[src/include/bsrt_map.svh]
// Named constants for the boundary-run test port, both ends.
// Assumes one include per compile unit; guarded against repeats.
// Behaviour
// - Input cells fold pins into 18-bit signature
// - Output cells step pseudorandom pattern, drive on fall
// - All-zero pseudorandom seed stays at zero
// - Controller scans a seed before running modes; bench setup_run scans none
// - Output cells count up, input cells compress
// - One configuration serves both transfer directions
// - TDI, TMS, inputs sampled on rising edge
// - TDO and outputs change on falling edge
// - Controller changes TMS on falling edge
// - TMS low on rising edge leaves reset
// - Capture-IR loads fixed 10000001 pattern
// - TDO enabled on fall entering shift
// - One bit in and out per rise
// - TMS high on last shift ends scan
// - TDO released on fall in exit-1
// - Update-IR loads on fall; ones mean bypass
// - Shift states move data TDI to TDO
// - Selector code 011 runs compress and random
// - Selector code 111 runs compress and count
// - Mixed directions behave as bypass
// - Control cells 47-36 excluded from algorithms
`ifndef BSRT_MAP_SVH
`define BSRT_MAP_SVH

// ----------------------------------------
// Instruction register
// ----------------------------------------
`define BSRT_IR_W        8
`define BSRT_IR_CAPTURE  8'h81
`define BSRT_IR_BYPASS   8'hff
`define BSRT_IR_RUN_TEST_INSTRUCTION     8'h0a
`define BSRT_IR_SELECTOR 8'h0e
`define BSRT_IR_CHAIN    8'h04

// ----------------------------------------
// Selector and boundary chain
// ----------------------------------------
`define BSRT_SEL_W       3
`define BSRT_SEL_RANDOM  3'b011
`define BSRT_SEL_COUNT   3'b111
`define BSRT_SEG_W       18
`define BSRT_BYTE_W      9
`define BSRT_CHAIN_W     48
`define BSRT_CTL_W       12
`define BSRT_A_LSB       18
`define BSRT_B_LSB       0
`define BSRT_CTL_LSB     36
`define BSRT_OE_1AB      47
`define BSRT_OE_2AB      46
`define BSRT_OE_1BA      45
`define BSRT_OE_2BA      44
`define BSRT_POLY        18'h20400

// ----------------------------------------
// Controller registers and timing
// ----------------------------------------
`define BSRT_REG_AW      4
`define BSRT_REG_TMS     4'h0
`define BSRT_REG_TDI     4'h1
`define BSRT_REG_CTRL    4'h2
`define BSRT_REG_TDO     4'h3
`define BSRT_VEC_W       32
`define BSRT_CNT_W       6
`define BSRT_START_BIT   31
`define BSRT_BUSY_BIT    31
`define BSRT_CLK_NS      10
`define BSRT_TCK_NS      80
`define BSRT_TCK_HALF    ((`BSRT_TCK_NS / `BSRT_CLK_NS) / 2)
`define BSRT_DIV_W       8

`endif

[src/include/bsrt_pkg.sv]
// Types shared by both ends of the boundary-run test port.
// Assumes bsrt_map.svh is on the include path.
`include "bsrt_map.svh"

package bsrt_pkg;

	typedef logic [`BSRT_SEG_W-1:0]   bsrt_seg_t;
	typedef logic [`BSRT_CHAIN_W-1:0] bsrt_chain_t;
	typedef logic [`BSRT_IR_W-1:0]    bsrt_ir_t;
	typedef logic [`BSRT_SEL_W-1:0]   bsrt_sel_t;
	typedef logic [`BSRT_VEC_W-1:0]   bsrt_vec_t;

	// ----------------------------------------
	// Tap controller states
	// ----------------------------------------
	typedef enum logic [3:0] {
		BSRT_TLR  = 4'h0, BSRT_RTI  = 4'h1, BSRT_SDR  = 4'h3, BSRT_CDR  = 4'h2,
		BSRT_SHDR = 4'h6, BSRT_E1DR = 4'h7, BSRT_PDR  = 4'h5, BSRT_E2DR = 4'h4,
		BSRT_UDR  = 4'hc, BSRT_SIR  = 4'hd, BSRT_CIR  = 4'hf, BSRT_SHIR = 4'he,
		BSRT_E1IR = 4'ha, BSRT_PIR  = 4'hb, BSRT_E2IR = 4'h9, BSRT_UIR  = 4'h8
	} bsrt_tap_state_t;

	typedef enum logic [1:0] {
		BSRT_H_IDLE = 2'h0, BSRT_H_LOW = 2'h1, BSRT_H_HIGH = 2'h3
	} bsrt_host_state_t;

	typedef struct packed {
		bsrt_tap_state_t tap;
		bsrt_ir_t        ir_sh;
		bsrt_ir_t        ir;
		bsrt_sel_t       sel_sh;
		bsrt_sel_t       sel;
		logic            bypass;
		bsrt_chain_t     chain;
		bsrt_chain_t     shadow;
		logic            tdo;
		logic            tdo_oe;
		bsrt_seg_t       a_out;
		logic [1:0]      a_oe;
		bsrt_seg_t       b_out;
		logic [1:0]      b_oe;
	} bsrt_dev_state_t;

	typedef struct packed {
		bsrt_host_state_t       st;
		logic [`BSRT_DIV_W-1:0] div;
		bsrt_vec_t              tms_vec;
		bsrt_vec_t              tdi_vec;
		bsrt_vec_t              tdo_vec;
		logic [`BSRT_CNT_W-1:0] count;
		logic [`BSRT_CNT_W-1:0] left;
		logic                   tck;
		logic                   tms;
		logic                   tdi;
		bsrt_vec_t              rdata;
	} bsrt_host_state_s_t;

endpackage : bsrt_pkg

[src/include/bsrt_tap_if.sv]
// Four-wire test port plus TDO enable, joining controller and device.
// Assumes both ends run on the same system clock.
`timescale 1ns/100ps

interface bsrt_tap_if;

	logic tck;
	logic tms;
	logic tdi;
	logic tdo;
	logic tdo_oe;

	modport dev (
		input  tck,
		input  tms,
		input  tdi,
		output tdo,
		output tdo_oe
	);

	modport host (
		output tck,
		output tms,
		output tdi,
		input  tdo,
		input  tdo_oe
	);

endinterface : bsrt_tap_if

[src/core/bsrt_device.sv]
// Device end: tap controller, instruction register, selector,
// boundary chain with compress, random and count run modes.
// Assumes TCK far slower than clk_sys (several cycles per phase).
`timescale 1ns/100ps
`include "bsrt_map.svh"

module bsrt_device (
	input  wire logic                   clk_sys,
	input  wire logic                   sys_rst,
	bsrt_tap_if.dev                     tap,
	input  wire logic [`BSRT_SEG_W-1:0] a_in,
	input  wire logic [`BSRT_SEG_W-1:0] b_in,
	input  wire logic                   byte1_a_to_b_drive_enable_n,
	input  wire logic                   byte2_a_to_b_drive_enable_n,
	input  wire logic                   byte1_b_to_a_drive_enable_n,
	input  wire logic                   byte2_b_to_a_drive_enable_n,
	output bsrt_pkg::bsrt_seg_t         a_out,
	output logic      [1:0]             a_oe,
	output bsrt_pkg::bsrt_seg_t         b_out,
	output logic      [1:0]             b_oe,
	output logic                        test_mode
);
	import bsrt_pkg::*;

	localparam int SW = 3 + 2 * `BSRT_SEG_W + 4;

	// ----------------------------------------
	// Input synchronisation
	// ----------------------------------------
	logic [SW-1:0] pins_q;
	logic          tck_rise;
	logic          tck_fall;
	logic          tms_s;
	logic          tdi_s;
	bsrt_seg_t     a_s;
	bsrt_seg_t     b_s;
	logic [3:0]    en_n_s;

	bsrt_sync #(
		.W (SW)
	) u_sync (
		.clk_sys   (clk_sys),
		.sys_rst   (sys_rst),
		.d         ({byte2_b_to_a_drive_enable_n, byte1_b_to_a_drive_enable_n,
		             byte2_a_to_b_drive_enable_n, byte1_a_to_b_drive_enable_n,
		             b_in, a_in, tap.tdi, tap.tms, tap.tck}),
		.q         (pins_q),
		.edge_rise (tck_rise),
		.edge_fall (tck_fall)
	);

	assign tms_s  = pins_q[1];
	assign tdi_s  = pins_q[2];
	assign a_s    = pins_q[3 +: `BSRT_SEG_W];
	assign b_s    = pins_q[3 + `BSRT_SEG_W +: `BSRT_SEG_W];
	assign en_n_s = pins_q[3 + 2 * `BSRT_SEG_W +: 4];

	// ----------------------------------------
	// Helpers
	// ----------------------------------------
	function automatic bsrt_tap_state_t tap_next(input bsrt_tap_state_t s, input logic m);
		unique case (s)
			BSRT_TLR:  tap_next = m ? BSRT_TLR  : BSRT_RTI;
			BSRT_RTI:  tap_next = m ? BSRT_SDR  : BSRT_RTI;
			BSRT_SDR:  tap_next = m ? BSRT_SIR  : BSRT_CDR;
			BSRT_CDR:  tap_next = m ? BSRT_E1DR : BSRT_SHDR;
			BSRT_SHDR: tap_next = m ? BSRT_E1DR : BSRT_SHDR;
			BSRT_E1DR: tap_next = m ? BSRT_UDR  : BSRT_PDR;
			BSRT_PDR:  tap_next = m ? BSRT_E2DR : BSRT_PDR;
			BSRT_E2DR: tap_next = m ? BSRT_UDR  : BSRT_SHDR;
			BSRT_UDR:  tap_next = m ? BSRT_SDR  : BSRT_RTI;
			BSRT_SIR:  tap_next = m ? BSRT_TLR  : BSRT_CIR;
			BSRT_CIR:  tap_next = m ? BSRT_E1IR : BSRT_SHIR;
			BSRT_SHIR: tap_next = m ? BSRT_E1IR : BSRT_SHIR;
			BSRT_E1IR: tap_next = m ? BSRT_UIR  : BSRT_PIR;
			BSRT_PIR:  tap_next = m ? BSRT_E2IR : BSRT_PIR;
			BSRT_E2IR: tap_next = m ? BSRT_UIR  : BSRT_SHIR;
			BSRT_UIR:  tap_next = m ? BSRT_SDR  : BSRT_RTI;
		endcase
	endfunction : tap_next

	// Zero state maps to zero, so an empty seed stays empty
	function automatic bsrt_seg_t lfsr_step(input bsrt_seg_t v);
		lfsr_step = {v[`BSRT_SEG_W-2:0], ^(v & `BSRT_POLY)};
	endfunction : lfsr_step

	function automatic bsrt_seg_t misr_step(input bsrt_seg_t v, input bsrt_seg_t d);
		misr_step = lfsr_step(v) ^ d;
	endfunction : misr_step

	// ----------------------------------------
	// Decode
	// ----------------------------------------
	bsrt_dev_state_t cur;
	bsrt_dev_state_t next_cur;
	logic            dir_ab;
	logic            dir_ba;
	logic            run_ok;
	logic            is_count;
	logic            sel_chain;
	logic            sel_sel;
	bsrt_seg_t       in_seg;
	bsrt_seg_t       out_seg;
	bsrt_seg_t       in_pins;
	bsrt_seg_t       in_new;
	bsrt_seg_t       out_new;

	// Both bytes one way, and the same way
	assign dir_ab    = ~en_n_s[0] & ~en_n_s[1] & en_n_s[2] & en_n_s[3];
	assign dir_ba    = en_n_s[0] & en_n_s[1] & ~en_n_s[2] & ~en_n_s[3];
	assign test_mode = (cur.ir == `BSRT_IR_RUN_TEST_INSTRUCTION) & (dir_ab | dir_ba);
	assign is_count  = cur.sel == `BSRT_SEL_COUNT;
	assign run_ok    = test_mode & (is_count | cur.sel == `BSRT_SEL_RANDOM);
	assign sel_chain = cur.ir == `BSRT_IR_CHAIN;
	assign sel_sel   = cur.ir == `BSRT_IR_SELECTOR;

	// Control cells sit above both segments and never enter here
	assign in_seg  = dir_ab ? cur.chain[`BSRT_A_LSB +: `BSRT_SEG_W]
	                        : cur.chain[`BSRT_B_LSB +: `BSRT_SEG_W];
	assign out_seg = dir_ab ? cur.chain[`BSRT_B_LSB +: `BSRT_SEG_W]
	                        : cur.chain[`BSRT_A_LSB +: `BSRT_SEG_W];
	assign in_pins = dir_ab ? a_s : b_s;
	assign in_new  = misr_step(in_seg, in_pins);
	assign out_new = is_count ? out_seg + 1'b1 : lfsr_step(out_seg);

	// ----------------------------------------
	// Next state
	// ----------------------------------------
	always_comb begin
		next_cur = cur;
		// Rising edge: sample TMS, TDI and pins
		if (tck_rise) begin
			next_cur.tap = tap_next(cur.tap, tms_s);
			unique case (cur.tap)
				BSRT_TLR: begin
					next_cur.ir = `BSRT_IR_BYPASS;
				end
				BSRT_CIR: begin
					next_cur.ir_sh = `BSRT_IR_CAPTURE;
				end
				BSRT_SHIR: begin
					// Last bit also moves on the step into exit-1
					next_cur.ir_sh = {tdi_s, cur.ir_sh[`BSRT_IR_W-1:1]};
				end
				BSRT_CDR: begin
					next_cur.bypass = 1'b0;
					next_cur.sel_sh = cur.sel;
				end
				BSRT_SHDR: begin
					if (sel_chain) begin
						next_cur.chain = {tdi_s, cur.chain[`BSRT_CHAIN_W-1:1]};
					end else if (sel_sel) begin
						next_cur.sel_sh = {tdi_s, cur.sel_sh[`BSRT_SEL_W-1:1]};
					end else begin
						next_cur.bypass = tdi_s;
					end
				end
				BSRT_RTI: begin
					if (run_ok) begin
						if (dir_ab) begin
							next_cur.chain[`BSRT_A_LSB +: `BSRT_SEG_W] = in_new;
							next_cur.chain[`BSRT_B_LSB +: `BSRT_SEG_W] = out_new;
						end else begin
							next_cur.chain[`BSRT_B_LSB +: `BSRT_SEG_W] = in_new;
							next_cur.chain[`BSRT_A_LSB +: `BSRT_SEG_W] = out_new;
						end
					end
				end
				default: begin
				end
			endcase
		end
		// Falling edge: TDO and the pin outputs change only here
		if (tck_fall) begin
			next_cur.tdo_oe = (cur.tap == BSRT_SHIR) | (cur.tap == BSRT_SHDR);
			if (cur.tap == BSRT_SHIR) begin
				next_cur.tdo = cur.ir_sh[0];
			end else if (sel_chain) begin
				next_cur.tdo = cur.chain[0];
			end else if (sel_sel) begin
				next_cur.tdo = cur.sel_sh[0];
			end else begin
				next_cur.tdo = cur.bypass;
			end
			if (cur.tap == BSRT_UIR) begin
				next_cur.ir = cur.ir_sh;
			end
			if (cur.tap == BSRT_UDR && sel_sel) begin
				next_cur.sel = cur.sel_sh;
			end
			if (cur.tap == BSRT_UDR && sel_chain) begin
				next_cur.shadow = cur.chain;
			end
			if (cur.tap == BSRT_RTI && run_ok) begin
				if (dir_ab) begin
					next_cur.shadow[`BSRT_B_LSB +: `BSRT_SEG_W] = out_seg;
				end else begin
					next_cur.shadow[`BSRT_A_LSB +: `BSRT_SEG_W] = out_seg;
				end
			end
			if (test_mode) begin
				// Output-enable cells still set the drive state
				// Pins take the shadow as updated at this same fall, not one TCK late
				next_cur.a_out = next_cur.shadow[`BSRT_A_LSB +: `BSRT_SEG_W];
				next_cur.b_out = next_cur.shadow[`BSRT_B_LSB +: `BSRT_SEG_W];
				next_cur.a_oe  = {~next_cur.shadow[`BSRT_OE_2BA], ~next_cur.shadow[`BSRT_OE_1BA]};
				next_cur.b_oe  = {~next_cur.shadow[`BSRT_OE_2AB], ~next_cur.shadow[`BSRT_OE_1AB]};
			end else begin
				// Normal mode: transparent transceiver
				next_cur.a_out = b_s;
				next_cur.b_out = a_s;
				next_cur.a_oe  = {~en_n_s[3], ~en_n_s[2]};
				next_cur.b_oe  = {~en_n_s[1], ~en_n_s[0]};
			end
		end
	end

	always_ff @(posedge clk_sys) begin
		if (sys_rst) begin
			cur     <= '0;
			cur.ir  <= `BSRT_IR_BYPASS;
		end else begin
			cur <= next_cur;
		end
	end

	// ----------------------------------------
	// Outputs
	// ----------------------------------------
	assign tap.tdo    = cur.tdo;
	assign tap.tdo_oe = cur.tdo_oe;
	assign a_out      = cur.a_out;
	assign a_oe       = cur.a_oe;
	assign b_out      = cur.b_out;
	assign b_oe       = cur.b_oe;

endmodule : bsrt_device

[src/core/bsrt_sync.sv]
// Two-flop synchroniser with edge pulses for bit 0.
// Assumes inputs are asynchronous to clk_sys.
`timescale 1ns/100ps

module bsrt_sync #(
	parameter int W = 1
) (
	input  wire logic         clk_sys,
	input  wire logic         sys_rst,
	input  wire logic [W-1:0] d,
	output logic      [W-1:0] q,
	output logic              edge_rise,
	output logic              edge_fall
);

	typedef struct packed {
		logic [W-1:0] meta;
		logic [W-1:0] q;
		logic         prev;
	} bsrt_sync_state_t;

	bsrt_sync_state_t cur;
	bsrt_sync_state_t next_cur;

	always_comb begin
		next_cur      = cur;
		next_cur.meta = d;
		next_cur.q    = cur.meta;
		next_cur.prev = cur.q[0];
	end

	always_ff @(posedge clk_sys) begin
		if (sys_rst) begin
			cur <= '0;
		end else begin
			cur <= next_cur;
		end
	end

	// Edges look only at the second stage
	assign q         = cur.q;
	assign edge_rise = cur.q[0] & ~cur.prev;
	assign edge_fall = ~cur.q[0] & cur.prev;

endmodule : bsrt_sync

[src/flat_wrapper.sv]
// flat-port wrapper written by rule: the top's interface ports become plain ports
module bsrt_device_flat import bsrt_pkg::*;
  (clk_sys, sys_rst, a_in, b_in, byte1_a_to_b_drive_enable_n, byte2_a_to_b_drive_enable_n, byte1_b_to_a_drive_enable_n, byte2_b_to_a_drive_enable_n, a_out, a_oe, b_out, b_oe, test_mode, tap_tck, tap_tms, tap_tdi, tap_tdo, tap_tdo_oe);
  bsrt_tap_if tap_i ();
  input  wire logic clk_sys;
  input  wire logic sys_rst;
  input  wire logic [`BSRT_SEG_W-1:0] a_in;
  input  wire logic [`BSRT_SEG_W-1:0] b_in;
  input  wire logic byte1_a_to_b_drive_enable_n;
  input  wire logic byte2_a_to_b_drive_enable_n;
  input  wire logic byte1_b_to_a_drive_enable_n;
  input  wire logic byte2_b_to_a_drive_enable_n;
  output bsrt_pkg::bsrt_seg_t a_out;
  output logic      [1:0] a_oe;
  output bsrt_pkg::bsrt_seg_t b_out;
  output logic      [1:0] b_oe;
  output logic test_mode;
  input wire logic [$bits(tap_i.tck)-1:0] tap_tck;
  input wire logic [$bits(tap_i.tms)-1:0] tap_tms;
  input wire logic [$bits(tap_i.tdi)-1:0] tap_tdi;
  output wire logic [$bits(tap_i.tdo)-1:0] tap_tdo;
  output wire logic [$bits(tap_i.tdo_oe)-1:0] tap_tdo_oe;
  assign tap_i.tck = tap_tck;
  assign tap_i.tms = tap_tms;
  assign tap_i.tdi = tap_tdi;
  assign tap_tdo = tap_i.tdo;
  assign tap_tdo_oe = tap_i.tdo_oe;
  bsrt_device u_core (.clk_sys(clk_sys), .sys_rst(sys_rst), .tap(tap_i), .a_in(a_in), .b_in(b_in), .byte1_a_to_b_drive_enable_n(byte1_a_to_b_drive_enable_n), .byte2_a_to_b_drive_enable_n(byte2_a_to_b_drive_enable_n), .byte1_b_to_a_drive_enable_n(byte1_b_to_a_drive_enable_n), .byte2_b_to_a_drive_enable_n(byte2_b_to_a_drive_enable_n), .a_out(a_out), .a_oe(a_oe), .b_out(b_out), .b_oe(b_oe), .test_mode(test_mode));
endmodule
[config.mk]
export PLATFORM = sky130hd
export DESIGN_NAME = bsrt_device_flat
export DESIGN_NICKNAME = d
export VERILOG_FILES = /design/src/include/bsrt_pkg.sv /design/src/include/bsrt_tap_if.sv /design/src/core/bsrt_device.sv /design/src/core/bsrt_sync.sv /design/src/flat_wrapper.sv
export VERILOG_INCLUDE_DIRS = /design/src /design/src/include
export SDC_FILE = /design/constraint.sdc
export NUM_CORES = 1
export LEC_CHECK = 0
export BUFFER_PORTS_ARGS = -buffer_cell sky130_fd_sc_hd__buf_4
export CORE_MARGIN = 2
export CORE_UTILIZATION = 56
export CTS_BUF_LIST = sky130_fd_sc_hd__clkbuf_8
export DETAILED_ROUTE_END_ITERATION = 8
export PLACE_DENSITY_LB_ADDON = 0.3
export SYNTH_ARGS = -nofsm -noshare
export SYNTH_HDL_FRONTEND = slang
export SYNTH_HIERARCHICAL = 1
export SYNTH_SLANG_ARGS = --single-unit
[constraint.sdc]
create_clock -name clk_sys -period 2.5 [get_ports clk_sys]
set_clock_uncertainty 0.15 [all_clocks]
set_input_delay 0.25 -clock clk_sys [delete_from_list [all_inputs] [get_ports clk_sys]]
set_output_delay 0.25 -clock clk_sys [all_outputs]
set_load 0.1 [all_outputs]
==> metrics.txt <==
# TYPE chip_impl_metric gauge
chip_impl_info{name="outcome",value="finished with violations"} 1
chip_impl_info{name="violated_checks",value="setup timing"} 1
chip_impl_metric{name="cts-root-to-sink-buffers",unit=""} 3
chip_impl_metric{name="antenna_found_initial",unit=""} 0
chip_impl_metric{name="overall_power_after_layout",unit="W"} 0.00788
chip_impl_metric{name="vias",unit=""} 11100
chip_impl_metric{name="final_cell_count_no_fill",unit=""} 1859
chip_impl_metric{name="worst_pin_slew",unit="ns"} 0.608
chip_impl_metric{name="fraction_of_layout_cells_with_a_size_suffix_above_1",unit="%"} 28.4
chip_impl_metric{name="wirelength",unit="mm"} 35.5
chip_impl_metric{name="clkLatencyLatePin",unit="ns"} 0.54
chip_impl_metric{name="fp.coreArea",unit="sq um"} 20400
chip_impl_metric{name="antenna_nets_post_route",unit=""} 0
chip_impl_metric{name="wl_per_cell",unit="microns"} 19.1
chip_impl_info{name="tritoncts_clock_tree",value="yes"} 1
chip_impl_metric{name="first_iter_violations",unit=""} 1255
chip_impl_metric{name="pin_count_of_the_biggest_net_entering_global_routing",unit=""} 111
chip_impl_metric{name="number_of_input_and_output_port_buffers_inserted",unit=""} 87
chip_impl_metric{name="area_delta_synth_final",unit="%"} 29.0
chip_impl_metric{name="achievable-frequency",unit="MHz"} 375
chip_impl_metric{name="power.leakage",unit="nW"} 6.13
chip_impl_info{name="critical_path.startpoint_type",value="flop"} 1
chip_impl_metric{name="cts_buffers",unit=""} 39
chip_impl_metric{name="fin_crit_sh",unit="%"} 107
chip_impl_metric{name="cts_h_tree_depth",unit=""} 2
chip_impl_metric{name="critical_path_required",unit="ns"} 2.81
chip_impl_metric{name="die_area",unit="sq um"} 22100
chip_impl_metric{name="synthesis.yosys.warnings",unit=""} 6
chip_impl_info{name="grt_setup_unrepaired",value="yes"} 1
chip_impl_metric{name="critPathMaxFanout",unit=""} 9
chip_impl_metric{name="power-per-cell-area",unit="nW/um^2"} 522
chip_impl_metric{name="detailedPlacementHpwl",unit="mm"} 21.8
chip_impl_info{name="timing.setup.critical_path_class",value="reg -> reg"} 1
chip_impl_metric{name="worst-endpoint-arrival",unit="ns"} 2.97
chip_impl_metric{name="grt_usage",unit="%"} 29.4
chip_impl_info{name="hold_path.class",value="reg -> reg"} 1
chip_impl_metric{name="dr.pass1.iters",unit=""} 6
chip_impl_metric{name="globalRouteOverflowTotal",unit=""} 0
chip_impl_metric{name="place.detailed.instances",unit=""} 1711
chip_impl_info{name="clockRootBuffer",value="clkbuf_8"} 1
chip_impl_metric{name="drcViolationCount",unit=""} 0
chip_impl_metric{name="vias_per_cell",unit=""} 5.95
chip_impl_metric{name="finalHoldViolations",unit=""} 0
chip_impl_metric{name="gp_congestion",unit=""} 0.980
chip_impl_metric{name="netlist_instances",unit=""} 1449
chip_impl_metric{name="post_layout_minimum_cycle_time",unit="ns"} 2.66
chip_impl_metric{name="max_cap_violations",unit=""} 0
chip_impl_metric{name="synth_area",unit="sq um"} 11700
chip_impl_metric{name="layout_setup_ws",unit="ns"} -0.163
chip_impl_metric{name="synthesis.nets",unit=""} 1494
chip_impl_metric{name="io_count",unit=""} 88
chip_impl_metric{name="rows",unit=""} 52
chip_impl_metric{name="syn_area_per_cell",unit="sq um"} 8.07
chip_impl_metric{name="maxSlewViolCount",unit=""} 0
chip_impl_metric{name="nets",unit=""} 1609
chip_impl_metric{name="setup_viol_count_final",unit=""} 30
chip_impl_metric{name="start_util",unit="%"} 57.4
chip_impl_metric{name="die_width",unit="microns"} 149
chip_impl_metric{name="first_global_vias",unit=""} 9845
chip_impl_metric{name="grt_first_pass_wirelength",unit="mm"} 51.4
chip_impl_metric{name="worst_ir_drop_vdd",unit="V"} 0.000408
chip_impl_metric{name="cts.clk_slew.worst_paths",unit="ns"} 0.07
chip_impl_info{name="cp-end-kind",value="flop"} 1
chip_impl_metric{name="clock_sinks",unit=""} 244
chip_impl_metric{name="relSlewSlack",unit="%"} 59.0
chip_impl_metric{name="num_antenna_cells",unit=""} 0
chip_impl_metric{name="floorplan.die.height",unit="microns"} 149
metal layers:
| metal | share of wire, % | global-route usage [%] | up-vias |
|---|---|---|---|
| met5 | 0 | 0 | - |
| met4 | 4.1 | 12.7 | 0 |
| met3 | 12 | 7.73 | 129 |
| met2 | 45 | 45.1 | 647 |
| met1 | 40 | 39.3 | 5119 |
| li1 | - | - | 5166 |
final cells by class:
type	instances	area [sq um]
clock buffer	50	688
clock inverter	16	106
fill	1417	5270
sequential	244	4900
timing repair buffer	289	2740
tap	270	338
multi-input combinational	986	6320
inverter	4	15.0
metrics by stage:
step | util (%) | worst slack [ns] | cell area [sq um] | hold slack (ns) | setup TNS [ns]
after floorplan | - | -0.00193 | 11700 | 0.228 | -0.00964
after global placement | 62.1 | -0.0444 | 12600 | 0.270 | -1.01
after detailed placement | 62.1 | -0.118 | 12600 | 0.273 | -5.29
after CTS | 69.6 | -0.0687 | 14200 | 0.287 | -0.0687
after global routing | 74.1 | -0.233 | 15100 | 0.291 | -6.64
final | 74.1 | -0.163 | 15100 | 0.285 | -1.60
path summary, 6_finish.rpt:
kind / cells past startpoint / endpoint / slack, ns / startpoint
worst min register to register: 1 / u_core/u_sync/q[14] / 0.28 / u_core/u_sync/cur[58]
worst max register to register: 11 / u_core/cur[49] / -0.16 / u_core/u_sync/q[40]
worst max-delay path: 11 / u_core/cur[49] / -0.16 / u_core/u_sync/q[40]
worst min-delay path: 1 / u_core/u_sync/q[14] / 0.28 / u_core/u_sync/cur[58]
where the power goes:
| part | leakage, nW | switching, W | internal [W] | total [W] |
|---|---|---|---|---|
| clock | 0.446 | 0.00155 | 0.00190 | 0.00344 |
| sequential | 1.99 | 0.0000588 | 0.00396 | 0.00402 |
| combinational | 3.70 | 0.000226 | 0.000190 | 0.000417 |
sequential cells by signal, summed over array words and instances, names as in the netlist, 2 cells and up:
signal and flops:
u_core/a_out 18, u_core/cur 115, u_core/u_sync/q 43, u_core/a_oe 2
u_core/u_sync/cur 44, u_core/b_oe 2, u_core/b_out 18
repair_timing:
action | CTS | global route
resized for setup | 32 | 154
setup buffers | 12 | 11
hold buffers | 44 | 0
pin swaps | 11 | 62
cloned | 2 | 13
hold endpoints to repair | 47 | 0
endpoints found under the setup margin | 107 | 108
layout by cell type (no fill, tap or decap), types with 39 or more instances in the layout:
cell / n
clkbuf_8: 50
a21o_1: 39
nor2b_1: 91
nand2_1: 204
o21ai_0: 61
dlygate4sd3_1: 44
a21oi_1: 96
dfxtp_1: 239
nor2_1: 87
buf_4: 197
critical path: stages, from the launching register on:
cell and delay (ns):
dfxtp_2 0.32, buf_4 0.12, nand4bb_4 0.22, buf_12 0.17
buf_4 0.15, a2111oi_4 0.33, buf_4 0.19, a31o_4 0.27
and2_4 0.24, clkbuf_16 0.17, nand2_1 0.06, a21oi_1 0.19
Note: power is estimated with default switching activity, not from simulation.
